$ cat config.mk
export PLATFORM = sky130hd
export DESIGN_NAME = lowspeed_threshold_roothub_timing
export DESIGN_NICKNAME = d
export VERILOG_FILES = /design/src/common/lowspeed_timing_pkg.sv /design/src/core/bit_time_tick.sv /design/src/core/lowspeed_threshold_roothub_timing.sv
export VERILOG_INCLUDE_DIRS = /design/src /design/src/common
export SDC_FILE = /design/constraint.sdc
export NUM_CORES = 1
export LEC_CHECK = 0
export BUFFER_PORTS_ARGS = -buffer_cell sky130_fd_sc_hd__buf_2
export CAP_MARGIN = 20
export CORE_ASPECT_RATIO = 0.5
export CORE_UTILIZATION = 45
export DETAILED_ROUTE_END_ITERATION = 8
export PLACE_DENSITY = 0.73
export SETUP_SLACK_MARGIN = 0.5
export SLEW_MARGIN = 0
export SYNTH_ARGS = -nofsm -noshare
export SYNTH_HDL_FRONTEND = slang
export SYNTH_SLANG_ARGS = --single-unit
$ cat constraint.sdc
create_clock -name REF_CLK -period 5.1 [get_ports REF_CLK]
set_input_delay 0.51 -clock REF_CLK [delete_from_list [all_inputs] [get_ports REF_CLK]]
set_output_delay 0.51 -clock REF_CLK [all_outputs]
set_load 0.01 [all_outputs]
$ cat src/common/lowspeed_timing_consts.svh
// Summary of operation
// - fourteen-bit low-speed start limit, in full-speed bit times, software writable.
// - low-speed transaction starts only while frame time left exceeds the limit.
// - eight-bit port power settle field in top byte, two milliseconds per unit.
// - port power settle field is storage only and steers no logic.
// - fourteen-bit frame time left counter reloads from frame length each frame.
// - frame length plus one counts 12 MHz periods per frame, setting frame span.
`ifndef LOWSPEED_TIMING_CONSTS_SVH
`define LOWSPEED_TIMING_CONSTS_SVH

// register byte offsets
`define CTRL_OFS 12'h004
`define FRAME_LENGTH_OFS 12'h034
`define FRAME_LEFT_OFS 12'h038
`define FRAME_NUM_OFS 12'h03C
`define LS_LIMIT_OFS 12'h044
`define RHDA_OFS 12'h048
`define DEFER_CNT_OFS 12'h054

// field positions
`define FIELD14_MSB 13
`define TOGGLE_BIT 31
`define FSMPS_MSB 30
`define FSMPS_LSB 16
`define SETTLE_MSB 31
`define SETTLE_LSB 24
`define NOCP_BIT 12
`define OCPM_BIT 11
`define NPS_BIT 9
`define PSM_BIT 8

// reset values
`define FRAME_LENGTH_RST 14'h2EDF
`define FSMPS_RST 15'h0000
`define LS_LIMIT_RST 14'h0628
`define SETTLE_RST 8'h01
`define NDP_RST 8'h03

// timing
`define SETTLE_UNIT_MS 2
`define REF_RATE_KHZ 125000
`define BIT_RATE_KHZ 12000

`endif

$ cat src/common/lowspeed_timing_pkg.sv
package lowspeed_timing_pkg;

   typedef enum logic [1:0] {
      RESP_OKAY = 2'b00,
      RESP_SLVERR = 2'b10
   } resp_t;

   typedef enum logic [0:0] {
      FRAME_IDLE = 1'b0,
      FRAME_RUN = 1'b1
   } frame_state_t;

endpackage : lowspeed_timing_pkg

$ cat src/core/bit_time_tick.sv
`timescale 1ns/1ns
// fractional divider: NUM ticks every DEN reference cycles
module bit_time_tick #(
   parameter int unsigned NUM = 12,
   parameter int unsigned DEN = 125,
   parameter int unsigned ACC_W = 8
) (
   // clock and reset
   input wire logic clk,
   input wire logic rst,
   // control and result
   input wire logic enable,
   output logic tick
);

   logic [ACC_W-1:0] acc_q;
   logic [ACC_W:0] sum;

   assign sum = {1'b0, acc_q} + NUM[ACC_W:0];

   // jitter of one reference cycle per tick, average rate exact
   always_ff @(posedge clk) begin
      if (rst || !enable) begin
         acc_q <= '0;
         tick <= 1'b0;
      end else if (sum >= DEN[ACC_W:0]) begin
         acc_q <= ACC_W'(sum - DEN[ACC_W:0]);
         tick <= 1'b1;
      end else begin
         acc_q <= sum[ACC_W-1:0];
         tick <= 1'b0;
      end
   end

endmodule : bit_time_tick

$ cat src/core/lowspeed_threshold_roothub_timing.sv
`timescale 1ns/1ns
`include "lowspeed_timing_consts.svh"

module lowspeed_threshold_roothub_timing
   import lowspeed_timing_pkg::*;
#(
   parameter int unsigned ADDR_W = 12,
   parameter int unsigned FIELD_W = 14,
   parameter logic [7:0] NUM_PORTS = `NDP_RST
) (
   // clock and reset
   input wire logic REF_CLK,
   input wire logic RST,
   // axi4-lite write address
   input wire logic [ADDR_W-1:0] S_AXI_AWADDR,
   input wire logic [2:0] S_AXI_AWPROT,
   input wire logic S_AXI_AWVALID,
   output logic S_AXI_AWREADY,
   // axi4-lite write data
   input wire logic [31:0] S_AXI_WDATA,
   input wire logic [3:0] S_AXI_WSTRB,
   input wire logic S_AXI_WVALID,
   output logic S_AXI_WREADY,
   // axi4-lite write response
   output logic [1:0] S_AXI_BRESP,
   output logic S_AXI_BVALID,
   input wire logic S_AXI_BREADY,
   // axi4-lite read address
   input wire logic [ADDR_W-1:0] S_AXI_ARADDR,
   input wire logic [2:0] S_AXI_ARPROT,
   input wire logic S_AXI_ARVALID,
   output logic S_AXI_ARREADY,
   // axi4-lite read data
   output logic [31:0] S_AXI_RDATA,
   output logic [1:0] S_AXI_RRESP,
   output logic S_AXI_RVALID,
   input wire logic S_AXI_RREADY,
   // scheduler side
   input wire logic LS_REQ,
   output logic LS_GO,
   output logic LS_DEFER,
   output logic FRAME_START,
   output logic [FIELD_W-1:0] FRAME_LEFT
);

   // write channel capture
   logic aw_have_q;
   logic [ADDR_W-1:0] aw_addr_q;
   logic w_have_q;
   logic [31:0] w_data_q;
   logic [3:0] w_strb_q;
   logic bvalid_q;
   resp_t bresp_q;
   logic do_write;

   // read channel
   logic rvalid_q;
   logic [31:0] rdata_q;
   resp_t rresp_q;
   logic [31:0] rd_val;
   logic rd_hit;

   // write decode
   logic wr_ctrl;
   logic wr_frame_length;
   logic wr_ls_limit;
   logic wr_rhda;
   logic wr_defer;
   logic wr_hit;
   logic [31:0] wr_mask;

   // register state
   frame_state_t state_q;
   logic [FIELD_W-1:0] frame_length_q;
   logic [14:0] fsmps_q;
   logic fit_q;
   logic [FIELD_W-1:0] left_q;
   logic frt_q;
   logic [15:0] frame_num_q;
   logic [FIELD_W-1:0] ls_limit_q;
   logic [7:0] settle_q;
   logic nocp_q;
   logic ocpm_q;
   logic nps_q;
   logic psm_q;
   logic [15:0] defer_cnt_q;
   logic frame_start_q;

   // frame timing
   logic bit_tick;
   logic ls_ok;
   logic defer_now;

   function automatic logic [31:0] strb_mask(input logic [3:0] strb);
      logic [31:0] m;
      m = '0;
      for (int i = 0; i < 4; i++) begin
         m[i*8 +: 8] = {8{strb[i]}};
      end
      return m;
   endfunction : strb_mask

   assign S_AXI_AWREADY = !aw_have_q;
   assign S_AXI_WREADY = !w_have_q;
   assign S_AXI_BVALID = bvalid_q;
   assign S_AXI_BRESP = bresp_q;
   assign S_AXI_ARREADY = !rvalid_q;
   assign S_AXI_RVALID = rvalid_q;
   assign S_AXI_RDATA = rdata_q;
   assign S_AXI_RRESP = rresp_q;

   // address and data may come in either order
   assign do_write = aw_have_q && w_have_q && !bvalid_q;
   assign wr_mask = strb_mask(w_strb_q);

   always_ff @(posedge REF_CLK) begin
      if (RST) begin
         aw_have_q <= 1'b0;
         aw_addr_q <= '0;
      end else if (S_AXI_AWVALID && !aw_have_q) begin
         aw_have_q <= 1'b1;
         aw_addr_q <= S_AXI_AWADDR;
      end else if (do_write) begin
         aw_have_q <= 1'b0;
      end
   end

   always_ff @(posedge REF_CLK) begin
      if (RST) begin
         w_have_q <= 1'b0;
         w_data_q <= 32'h0000_0000;
         w_strb_q <= 4'h0;
      end else if (S_AXI_WVALID && !w_have_q) begin
         w_have_q <= 1'b1;
         w_data_q <= S_AXI_WDATA;
         w_strb_q <= S_AXI_WSTRB;
      end else if (do_write) begin
         w_have_q <= 1'b0;
      end
   end

   always_comb begin
      wr_ctrl = 1'b0;
      wr_frame_length = 1'b0;
      wr_ls_limit = 1'b0;
      wr_rhda = 1'b0;
      wr_defer = 1'b0;
      wr_hit = 1'b1;
      if (aw_addr_q == `CTRL_OFS) begin
         wr_ctrl = do_write;
      end else if (aw_addr_q == `FRAME_LENGTH_OFS) begin
         wr_frame_length = do_write;
      end else if (aw_addr_q == `LS_LIMIT_OFS) begin
         wr_ls_limit = do_write;
      end else if (aw_addr_q == `RHDA_OFS) begin
         wr_rhda = do_write;
      end else if (aw_addr_q == `DEFER_CNT_OFS) begin
         wr_defer = do_write;
      end else if (aw_addr_q == `FRAME_LEFT_OFS || aw_addr_q == `FRAME_NUM_OFS) begin
         wr_hit = 1'b1;
      end else begin
         wr_hit = 1'b0;
      end
   end

   always_ff @(posedge REF_CLK) begin
      if (RST) begin
         bvalid_q <= 1'b0;
         bresp_q <= RESP_OKAY;
      end else if (do_write) begin
         bvalid_q <= 1'b1;
         bresp_q <= wr_hit ? RESP_OKAY : RESP_SLVERR;
      end else if (S_AXI_BREADY) begin
         bvalid_q <= 1'b0;
      end
   end

   // reserved positions are constant zero in every read
   always_comb begin
      rd_val = 32'h0000_0000;
      rd_hit = 1'b1;
      if (S_AXI_ARADDR == `CTRL_OFS) begin
         rd_val[0] = (state_q == FRAME_RUN);
      end else if (S_AXI_ARADDR == `FRAME_LENGTH_OFS) begin
         rd_val[`TOGGLE_BIT] = fit_q;
         rd_val[`FSMPS_MSB:`FSMPS_LSB] = fsmps_q;
         rd_val[`FIELD14_MSB:0] = frame_length_q;
      end else if (S_AXI_ARADDR == `FRAME_LEFT_OFS) begin
         rd_val[`TOGGLE_BIT] = frt_q;
         rd_val[`FIELD14_MSB:0] = left_q;
      end else if (S_AXI_ARADDR == `FRAME_NUM_OFS) begin
         rd_val[15:0] = frame_num_q;
      end else if (S_AXI_ARADDR == `LS_LIMIT_OFS) begin
         rd_val[`FIELD14_MSB:0] = ls_limit_q;
      end else if (S_AXI_ARADDR == `RHDA_OFS) begin
         rd_val[`SETTLE_MSB:`SETTLE_LSB] = settle_q;
         rd_val[`NOCP_BIT] = nocp_q;
         rd_val[`OCPM_BIT] = ocpm_q;
         rd_val[`NPS_BIT] = nps_q;
         rd_val[`PSM_BIT] = psm_q;
         rd_val[7:0] = NUM_PORTS;
      end else if (S_AXI_ARADDR == `DEFER_CNT_OFS) begin
         rd_val[15:0] = defer_cnt_q;
      end else begin
         rd_hit = 1'b0;
      end
   end

   always_ff @(posedge REF_CLK) begin
      if (RST) begin
         rvalid_q <= 1'b0;
         rdata_q <= 32'h0000_0000;
         rresp_q <= RESP_OKAY;
      end else if (S_AXI_ARVALID && !rvalid_q) begin
         rvalid_q <= 1'b1;
         rdata_q <= rd_val;
         rresp_q <= rd_hit ? RESP_OKAY : RESP_SLVERR;
      end else if (S_AXI_RREADY) begin
         rvalid_q <= 1'b0;
      end
   end

   // run control
   always_ff @(posedge REF_CLK) begin
      if (RST) begin
         state_q <= FRAME_IDLE;
      end else if (wr_ctrl && w_strb_q[0]) begin
         state_q <= w_data_q[0] ? FRAME_RUN : FRAME_IDLE;
      end
   end

   always_ff @(posedge REF_CLK) begin
      if (RST) begin
         frame_length_q <= `FRAME_LENGTH_RST;
         fsmps_q <= `FSMPS_RST;
         fit_q <= 1'b0;
      end else if (wr_frame_length) begin
         frame_length_q <= (frame_length_q & ~wr_mask[`FIELD14_MSB:0])
                           | (w_data_q[`FIELD14_MSB:0] & wr_mask[`FIELD14_MSB:0]);
         fsmps_q <= (fsmps_q & ~wr_mask[`FSMPS_MSB:`FSMPS_LSB])
                    | (w_data_q[`FSMPS_MSB:`FSMPS_LSB] & wr_mask[`FSMPS_MSB:`FSMPS_LSB]);
         if (w_strb_q[3]) begin
            fit_q <= w_data_q[`TOGGLE_BIT];
         end
      end
   end

   // software is expected to write the limit once and leave it
   always_ff @(posedge REF_CLK) begin
      if (RST) begin
         ls_limit_q <= `LS_LIMIT_RST;
      end else if (wr_ls_limit) begin
         ls_limit_q <= (ls_limit_q & ~wr_mask[`FIELD14_MSB:0])
                       | (w_data_q[`FIELD14_MSB:0] & wr_mask[`FIELD14_MSB:0]);
      end
   end

   // settle time only stored: software times the port power delay
   always_ff @(posedge REF_CLK) begin
      if (RST) begin
         settle_q <= `SETTLE_RST;
         nocp_q <= 1'b1;
         ocpm_q <= 1'b0;
         nps_q <= 1'b1;
         psm_q <= 1'b0;
      end else if (wr_rhda) begin
         if (w_strb_q[3]) begin
            settle_q <= w_data_q[`SETTLE_MSB:`SETTLE_LSB];
         end
         if (w_strb_q[1]) begin
            nocp_q <= w_data_q[`NOCP_BIT];
            ocpm_q <= w_data_q[`OCPM_BIT];
            nps_q <= w_data_q[`NPS_BIT];
            psm_q <= w_data_q[`PSM_BIT];
         end
      end
   end

   bit_time_tick #(
      .NUM(`BIT_RATE_KHZ / 1000),
      .DEN(`REF_RATE_KHZ / 1000),
      .ACC_W(8)
   ) bit_time_tick_inst (
      .clk(REF_CLK),
      .rst(RST),
      .enable(state_q == FRAME_RUN),
      .tick(bit_tick)
   );

   // counter spans frame_length_q + 1 bit times per frame
   always_ff @(posedge REF_CLK) begin
      if (RST || state_q == FRAME_IDLE) begin
         left_q <= '0;
         frt_q <= 1'b0;
         frame_start_q <= 1'b0;
      end else if (bit_tick && left_q == '0) begin
         left_q <= frame_length_q;
         frt_q <= fit_q;
         frame_start_q <= 1'b1;
      end else if (bit_tick) begin
         left_q <= left_q - 1'b1;
         frame_start_q <= 1'b0;
      end else begin
         frame_start_q <= 1'b0;
      end
   end

   always_ff @(posedge REF_CLK) begin
      if (RST) begin
         frame_num_q <= 16'h0000;
      end else if (state_q == FRAME_RUN && bit_tick && left_q == '0) begin
         frame_num_q <= frame_num_q + 1'b1;
      end
   end

   // strict compare: equal leaves no room for the packet
   assign ls_ok = (state_q == FRAME_RUN) && (left_q > ls_limit_q);
   assign LS_GO = LS_REQ && ls_ok;
   assign defer_now = LS_REQ && !ls_ok;
   assign LS_DEFER = defer_now;

   // a deferral in the clearing cycle still counts
   always_ff @(posedge REF_CLK) begin
      if (RST) begin
         defer_cnt_q <= 16'h0000;
      end else if (defer_now) begin
         if (wr_defer) begin
            defer_cnt_q <= 16'h0001;
         end else if (defer_cnt_q != 16'hFFFF) begin
            defer_cnt_q <= defer_cnt_q + 1'b1;
         end
      end else if (wr_defer) begin
         defer_cnt_q <= 16'h0000;
      end
   end

   assign FRAME_START = frame_start_q;
   assign FRAME_LEFT = left_q;

endmodule : lowspeed_threshold_roothub_timing

* Word level (Yosys, flattened, before mapping) *
Cells that the tools add are included.

operators by class
  add/subtract/negate cells = 5
  magnitude comparators = 2
  eq/ne operators = 15
  muxes and demuxes = 74
  bitwise gates (word level) = 11
  reduce and logical (&&, ||, !) cells = 33

operator list
  cell                                                 count
  two-way mux 16 bit                                   12
  == test 12 x 6 -> 1 bit (second input constant)      6
  == test 12 x 7 -> 1 bit (second input constant)      6
  two-way mux 14 bit                                   5
  two-way mux 8 bit                                    6
  AND 14 bit                                           3
  two-way mux 1 bit                                    41
  adder 16 x 1 -> 16 bit (second input constant)       2
  two-way mux 31 bit                                   1
  AND 15 bit                                           2
  OR 14 bit                                            2
  == test 12 x 3 -> 1 bit (second input constant)      2
  inequality test 16 bit (second input constant)       1
  inverter 15 bit                                      1
  OR 15 bit                                            1
  greater-than comparator 14 bit                       1
  logical NOT 14 bit                                   1
  inverter 14 bit                                      1
  nonzero test 2 bit                                   7
  subtractor 14 x 1 -> 14 bit (second input constant)  1
  logical AND 1 bit                                    12
  two-way mux 2 bit                                    6
  two-way mux 10 bit                                   1
  adder 8 x 4 -> 9 bit (second input constant)         1
  8 further kinds                                      18

word-level totals
  bits in registers = 202
  input bits = 74

* Depth between registers and ports, before layout *
Gate-level depths: netlist (run 1).

  depth after elaboration = 14
  depth in mapped cells = 10

* By module *
From an unflattened synthesis (run 1), not the netlist that was laid out.

unflattened totals
  cell total of the unflattened synthesis = 1119
  area total of the unflattened synthesis = 9183.8 sq um

by module, submodules not included
  module                             times used  cells an instance  area an instance (sq um)  sequential area each (sq um)
  lowspeed_threshold_roothub_timing  1           1038               8480.6                    3783.6
  bit_time_tick                      1           81                 703.2                     180.2

* Worst setup path after synthesis (run 1) *
No wires, ideal clock.

  path type = flip-flop to output port
  from = register left_q[4] (netlist: FRAME_LEFT[4])
  to = output LS_DEFER
  arrival = 1871 ps
  slack = 2719 ps
  stages on the path, launching flop included = 8
  buffers on the path = 1
  cell sequence = dfxtp_1 ha_1 nand4_1 o21bai_1 a311oi_1 o31a_1 clkbuf_1 inv_1

on the way
  word-level cells in the longest chain between the ends = 4

RTL lines
  element                         RTL line                                  text
  from (decl)                     lowspeed_threshold_roothub_timing.sv:77   logic [FIELD_W-1:0] left_q;
  from (signal assigned)          lowspeed_threshold_roothub_timing.sv:297  left_q <= frame_length_q;
  from (signal assigned)          lowspeed_threshold_roothub_timing.sv:301  left_q <= left_q - 1'b1;
  greater-than comparator 14 bit  lowspeed_threshold_roothub_timing.sv:317  assign ls_ok = (state_q == FRAME_RUN) && (left_q > ls_limit_q);
  logical AND 1 bit               lowspeed_threshold_roothub_timing.sv:317
  logical NOT 1 bit               lowspeed_threshold_roothub_timing.sv:319  assign defer_now = LS_REQ && !ls_ok;
  logical AND 1 bit               lowspeed_threshold_roothub_timing.sv:319
  to (decl)                       lowspeed_threshold_roothub_timing.sv:41   output logic LS_DEFER,

Every way passes these cells.

* Final worst setup path (run 1) *
Ends and elaborated chain as after synthesis.

==> run_results.csv, run 1 <==
group,metric,value,unit
run_status,status,"finished, final reports clean",
detailed_routing,wirelength,26700,µm
worst_setup_path,rr_worst_depth,9,
min_path,hold_depth,2,
floorplanning,die_h,104,µm
timing,period_minus_slack,3.27,ns
worst_setup_path,start_kind,"flop",
timing,fin_skew,0.0133,ns
power_and_ir_drop,irDropWorstVdd,0.238,mV
worst_setup_path,worstPathRequired,4.59,ns
synthesis,synth_area_leader_cell,"dfxtp_1",
floorplanning,die_x,205,µm
clock_tree,clock_tree.root_cell,"clkbuf_16",
detailed_routing,via_per_inst,5.75,
floorplanning,initial_utilization,46.9,%
clock_tree,cts_setup_buffers,0,
synthesis,async_reset_ff_share,0,%
timing,rsz0062_at_grt,"false",
worst_setup_path,cp.arrival,2.76,ns
final_layout,nets,1336,
power_and_ir_drop,powerDensity,299,nW/µm²
grt,met2_usage,38.1,%
clock_tree,clock_latency,0.45,ns
detailed_routing,routedWlPerCell,17.5,µm
timing,period_share,64.1,%
synthesis,netlist_area,9290,µm²
clock_tree,clkSinkCount,198,
detailed_routing,drtIter0Drc,705,
synthesis,synth-main-ff-cell,"dfxtp_1",
synthesis,synth.distinct_cells,73,
detailed_routing,drtAntennaViolNets,0,
floorplanning,core_area,19800,µm²
grt,grt_pass1_vias,8180,
timing,finalSetupTns,0,ns
timing,holdWs,0.248,ns
synthesis,synth_area_leaders,"dfxtp_1, nand2_1, a21oi_1, nor2_1, mux2i_1",
synthesis,ys_seq_area_share,42.7,%
detailed_routing,drc,0,
final_layout,final_util,53.7,%
timing,finalHoldViolCount,0,
place,port_buffers,121,
grt,grt.met3_usage,7.61,%
final_layout,syn2layout_area_growth,14.6,%
final_layout,n_antenna_cell,0,
power_and_ir_drop,p_leak,4.12,nW
worst_setup_path,r2r_slack,2.37,ns
min_path,hold-path-endpoint,"S_AXI_RVALID",
final_layout,n_fill_cell,1883,
synthesis,ys_warn_count,0,
synthesis,netlist.area_leader.share,42.7,%
clock_tree,clockBufferDepth,2,
clock_tree,cts-resized-gates,0,
final_layout,final_layout_size_suffix_gt1_share,14.5,%
min_path,hp-start,"S_AXI_RREADY",
worst_setup_path,cp-end-kind,"output pin",
synthesis,syn_inst,1162,
grt,overflow,0,
place,pre_cts_ws,2.11,ns
clock_tree,cts_buffers,17,
clock_tree,htreeDepth,4,
run,cap_viol_max_count,0,
timing,setup_viol,0,
timing,layout_setup_ws,1.83,ns
floorplanning,dieArea,21300,µm²
timing,tightest_slew,1.07,ns
timing,maxSlewViolCount,0,
min_path,hold_class,"primary input to flop",
grt,grtUsageMet1,35.0,%
place,placedInstanceArea,10000,µm²
clock_tree,cts_tree,"yes",
clock_tree,hold_buffers,0,
grt,grt_use_total,25.5,%
worst_setup_path,cp_max_fo,30,
detailed_routing,vias,8740,
grt,grt_pass1_wl,42900,µm
timing,max_freq,0.306,GHz
synthesis,ys_ff_latch,198,
synthesis,synth_edf_count,0,
detailed_routing,first_pass_iters,6,
synthesis,synth.avg_cell_area,8.00,µm²
place,globalplace.congestion,0.958,
clock_tree,path_clk_slew,0.08,ns
worst_setup_path,r2r_end,"defer_cnt_q[12]",
final_layout,final_cell_area,10700,µm²
grt,grt-busiest-layer,"met2",
floorplanning,io_pins,132,
grt,grt_max_degree,108,
place,dp_hpwl,19400,µm
floorplanning,fp-row-count,36,
timing,max_slew_margin,28.4,%
grt,grt_antenna_before_repair,0,
worst_setup_path,crit_type,"flop to output pin",
## cells by family after synthesis
group           count (synthesis)  share of synthesized area (%)
fa+ha+maj                      20                           2.69
buf+inv                       109                           4.69
other cells                     1                         0.0404
mux                            29                           3.15
simple gates                  514                           26.7
compound gates                273                           18.4
xor+xnor                       18                           1.70
flops                         198                           42.7
## layout by cell type (no fill, tap or decap), types with 6 or more instances in the layout
cell type,Yosys,routed
o31ai_1,7,7
nand4_1,16,16
nand2_1,234,234
nor2_1,90,90
buf_2,11,120
xor2_1,6,6
ha_1,20,20
xnor2_1,12,12
inv_1,37,37
buf_4,3,11
a21o_1,6,6
nor2b_1,15,14
dfxtp_1,198,198
mux2i_1,27,27
nor3_1,24,24
or3_1,22,22
o21ai_0,33,33
a22oi_1,25,25
a21oi_1,122,122
and2_1,7,7
clkbuf_16,0,17
and3_1,7,7
nand2b_1,9,9
nand3_1,38,38
o211ai_1,8,8
a222oi_1,9,9
o22ai_1,11,11
nand3b_1,16,16
a211oi_1,11,11
## report_power, final
| part | internal (W) | total (W) | leakage [nW] | switching (W) |
|---|---|---|---|---|
| logic | 0.0000698 | 0.000190 | 2.22 | 0.000120 |
| clock network | 0.000751 | 0.00140 | 0.295 | 0.000646 |
| registers | 0.00157 | 0.00160 | 1.60 | 0.0000287 |
| total | 0.00239 | 0.00319 | 4.12 | 0.000795 |
## worst max path at each step
stage                      end            start  cells after the start
2_1_floorplan         LS_DEFER    FRAME_LEFT[4]                      7
3_3_place_gp   S_AXI_RDATA[25]  S_AXI_ARADDR[2]                      9
3_5_place_dp   S_AXI_RDATA[18]  S_AXI_ARADDR[2]                      9
4_1_cts               LS_DEFER             flop                      9
5_1_grt               LS_DEFER             flop                      9
6_report              LS_DEFER    FRAME_LEFT[4]                      8
## final cells by class
class                           count  area, µm²  share of cell area (%)
Multi-Input combinational cell    856       4900                    46.0
Sequential cell                   198       3960                    37.2
Timing Repair Buffer              132        711                    6.67
Clock buffer                       18        439                    4.12
Tap cell                          266        333                    3.12
Clock inverter                     14        166                    1.56
Inverter                           37        139                    1.30
## synthesized netlist by cell type (5+ instances only)
library cell,n
a22oi_1,25
nor3_1,24
nand2_1,234
o211ai_1,8
clkbuf_1,54
and2_1,7
o31ai_1,7
a211oi_1,11
buf_2,11
o21ai_0,33
nand4_1,16
nor4_1,5
xor2_1,6
xnor2_1,12
nand3_1,38
a21oi_1,122
a32oi_1,5
nor2b_1,15
a21o_1,6
nand3b_1,16
nand2b_1,9
and3_1,7
a31oi_1,5
inv_1,37
dfxtp_1,198
ha_1,20
a222oi_1,9
or3_1,22
o22ai_1,11
mux2i_1,27
nor2_1,90
## critical path, cell delays in order (launching register included)
cell and delay, ns:
dfxtp_1 0.43, ha_1 0.39, nand4_1 0.14, o21bai_1 0.18
a311oi_1 0.38, o31a_1 0.23, buf_4 0.27, inv_1 0.13
buf_2 0.16
## stage by stage
stage	total power (W)	cells
floorplan	0.00175	1163
global placement	0.00182	1488
detailed placement	0.00182	1488
CTS	0.00320	1520
global route	0.00330	1521
finish	0.00319	1521
## per-layer routing
metal,vias up,wire length (µm),share of wire [%]
li1,4254,-,-
met1,4183,12200,46
met2,273,11700,44
met3,30,2300,8.6
met4,0,488,1.8
met5,-,0,0
No activity file was read; power rests on OpenSTA's default activity.
==> inputs of run 2 (changes only) <==
--- a/config.mk
+++ b/config.mk
@@ -6,6 +6,7 @@
 export SDC_FILE = /design/constraint.sdc
 export NUM_CORES = 1
 export LEC_CHECK = 0
+export ABC_AREA = 1
 export BUFFER_PORTS_ARGS = -buffer_cell sky130_fd_sc_hd__buf_2
 export CAP_MARGIN = 20
 export CORE_ASPECT_RATIO = 0.5
==> constraint.sdc (replaced) <==
create_clock -name REF_CLK -period 3.3 [get_ports REF_CLK]
set_input_delay 0.33 -clock REF_CLK [delete_from_list [all_inputs] [get_ports REF_CLK]]
set_output_delay 0.33 -clock REF_CLK [all_outputs]
set_load 0.01 [all_outputs]
==> run_results.csv, run 2 <==
group,metric,value,unit
run_status,status,"finished, final reports clean",
detailed_routing,routedWlPerCell,16.2,µm
place,dp_hpwl,21600,µm
timing,rsz0062_at_grt,"false",
detailed_routing,drtAntennaViolNets,0,
synthesis,synth_most_common_cell,"nand2_1",
power_and_ir_drop,totalPowerFinal,0.00486,W
place,dp.cells,1750,
clock_tree,clock_tree.root_cell,"clkbuf_16",
final_layout,final_util,53.3,%
worst_setup_path,crit_top_cell,"nor2_1",
worst_setup_path,cp-end-kind,"output pin",
timing,max_freq,0.382,GHz
grt,grt_antenna_before_repair,1,
timing,tightest_slew,1.06,ns
worst_setup_path,cp_slowest_stage_delay,0.41,ns
worst_setup_path,cp_max_fo,8,
worst_setup_path,start_kind,"flop",
timing,finalSetupTns,0,ns
worst_setup_path,setup.worst_path.start,"FRAME_LEFT[5]",
worst_setup_path,rr_worst_depth,11,
final_layout,nets,1591,
final_layout,final_layout_size_suffix_gt1_share,13.8,%
floorplanning,initial_utilization,46.5,%
synthesis,netlist_area,9690,µm²
floorplanning,io_pins,132,
final_layout,final_cell_mix,"nand2_1, dfxtp_1, inv_1",
min_path,hold_class,"primary input to flop",
grt,grt_use_total,26.5,%
floorplanning,dieArea,22200,µm²
grt,grt_pass1_vias,8776,
final_layout,syn2layout_area_growth,14.5,%
worst_setup_path,crit_path_end,"LS_DEFER",
grt,overflow,0,
place,port_buffers,121,
final_layout,stdcell_count,1782,
synthesis,synth.avg_cell_area,6.95,µm²
grt,grt_max_degree,54,
timing,period_minus_slack,2.62,ns
synthesis,synth-main-ff-cell,"dfxtp_1",
worst_setup_path,worstPathRequired,2.97,ns
synthesis,syn_inst,1395,
run,cap_viol_max_count,0,
worst_setup_path,worst_path_max_delay_cell,"dfxtp_1",
worst_setup_path,r2r_slack,0.89,ns
clock_tree,cts_tree,"yes",
detailed_routing,drtIter0Drc,639,
clock_tree,clock_latency,0.45,ns
synthesis,ys_ff_latch,198,
detailed_routing,drc,0,
final_layout,n_antenna_cell,0,
floorplanning,core_area,20800,µm²
clock_tree,path_clk_slew,0.07,ns
power_and_ir_drop,irDropWorstVdd,0.324,mV
worst_setup_path,cp.arrival,2.29,ns
synthesis,synth_area_leader_cell,"dfxtp_1",
synthesis,ys_warn_count,0,
timing,period_share,79.3,%
synthesis,async_reset_ff_share,0,%
detailed_routing,first_pass_iters,6,
clock_tree,clkSinkCount,198,
worst_setup_path,crit_type,"flop to output pin",
detailed_routing,wirelength,28900,µm
power_and_ir_drop,p_leak,4.71,nW
synthesis,synthTopCellsByCount,"nand2_1, dfxtp_1, inv_1, a21oi_1, nor2_1",
clock_tree,cts_buffers,17,
floorplanning,fp-row-count,37,
floorplanning,die_x,210,µm
final_layout,seq_area,3970,µm²
synthesis,synth.distinct_cells,42,
synthesis,netlist.area_leader.share,40.9,%
timing,setup_viol,0,
timing,max_slew_margin,29.2,%
worst_setup_path,worstPathCellList,"ha_1 -> nand2_1 -> nor2_1 -> nand3_1 -> nor2_1 -> nor2_1 -> nand2_2 -> nand2_4 -> inv_1 -> buf_2",
synthesis,synth_edf_count,0,
detailed_routing,via_per_inst,5.42,
power_and_ir_drop,powerDensity,438,nW/µm²
place,globalplace.congestion,1.02,
clock_tree,clockBufferDepth,2,
timing,fin_skew,0.0137,ns
final_layout,layout_commonest_cell,"nand2_1",
synthesis,synth_area_leaders,"dfxtp_1, nand2_1, a21oi_1, inv_1, nor2_1",
timing,finalHoldViolCount,0,
worst_setup_path,r2r_end,"frame_num_q[4]",
synthesis,ys_seq_area_share,40.9,%
clock_tree,htreeDepth,4,
timing,maxSlewViolCount,0,
grt,grt_pass1_wl,45400,µm
floorplanning,die_h,106,µm
final_layout,multi_input_area,4800,µm²
clock_tree,hold_buffers,0,
detailed_routing,vias,9659,
worst_setup_path,worstReg2RegStart,"FRAME_LEFT[0]",
final_layout,n_fill_cell,2054,
run 2: changes by cell type in the layout (fill, tap and decap cells not counted), sizes merged, moves of 11 or more:
cell    delta
o21ai     +80
nand2     +34
a22oi     -14
a211oi    -11
nor2      +78
nand3b    -13
mux2i     -27
inv      +150
xor2      +15
or3       -22
nor2b     -15
a21oi     +47
nand3     +51
run 2: final cells by class:
cell class | count | area share (%)
clock buffers | 19 | 3.99
clock inverters | 12 | 1.21
inverters | 188 | 6.38
multi-input cells | 958 | 43.3
flip-flops and latches | 198 | 35.7
well taps | 273 | 3.08
repair buffers | 134 | 6.34
run 2: per-layer routing:
| metal | global-route usage, % | share of wire [%] | vias up |
|---|---|---|---|
| li1 | - | - | 4807 |
| met1 | 36.1 | 47 | 4485 |
| met2 | 41.3 | 44 | 324 |
| met3 | 6.50 | 7.0 | 43 |
| met4 | 7.98 | 2.0 | 0 |
| met5 | 0 | 0 | - |
run 2: cells by family after synthesis:
logic type / after synthesis / share of synthesized area, %
AOI/OAI and AO/OA: 336 / 18.9
xor gates and xnor gates: 23 / 2.08
adders and majority gates: 20 / 2.58
buffers and inverters: 240 / 9.66
DFF: 198 / 40.9
other: 1 / 0.0387
and+or+nand+nor: 577 / 25.9
run 2: how the worst min path moves through the flow:
stage	startpoint	end	slack [ns]	cells past startpoint
floorplan	flop	flop	0.42	2
global placement	flop	flop	0.43	2
detailed placement	flop	flop	0.43	2
CTS	S_AXI_WDATA[18]	w_data_q[18]	0.08	3
global route	S_AXI_WDATA[19]	w_data_q[19]	0.1	3
finish	S_AXI_WDATA[18]	w_data_q[18]	0.09	3
run 2: repair_timing:
item	in CTS	in global routing
pin swaps	0	1
buffers inserted	0	1
endpoints found under the setup margin	1	1
resized for setup	1	2
cloned	0	0
run 2: through the flow:
stage               instance area (µm²)  hold WS, ns  setup slack, ns
floorplan                          9690        0.424             1.45
finish                            11100       0.0940            0.683
global placement                  10500        0.431            0.981
global route                      11100       0.0966            0.553
CTS                               11100       0.0843            0.587
detailed placement                10500        0.435            0.929
run 2: power by group:
group	internal, W	total [W]	switching (W)
clock	0.00109	0.00208	0.000988
combinational	0.0000994	0.000304	0.000205
sequential	0.00244	0.00248	0.0000316
total	0.00363	0.00486	0.00122
run 2: worst max-delay path, delay by kind of cell, from the launching register on:
family / cells / cell delay (ns)
adder cells (fa/ha/maj): 1 / 0.34
AND/OR/NAND/NOR: 7 / 0.81
flip-flops: 1 / 0.41
buffers and inverters: 2 / 0.28
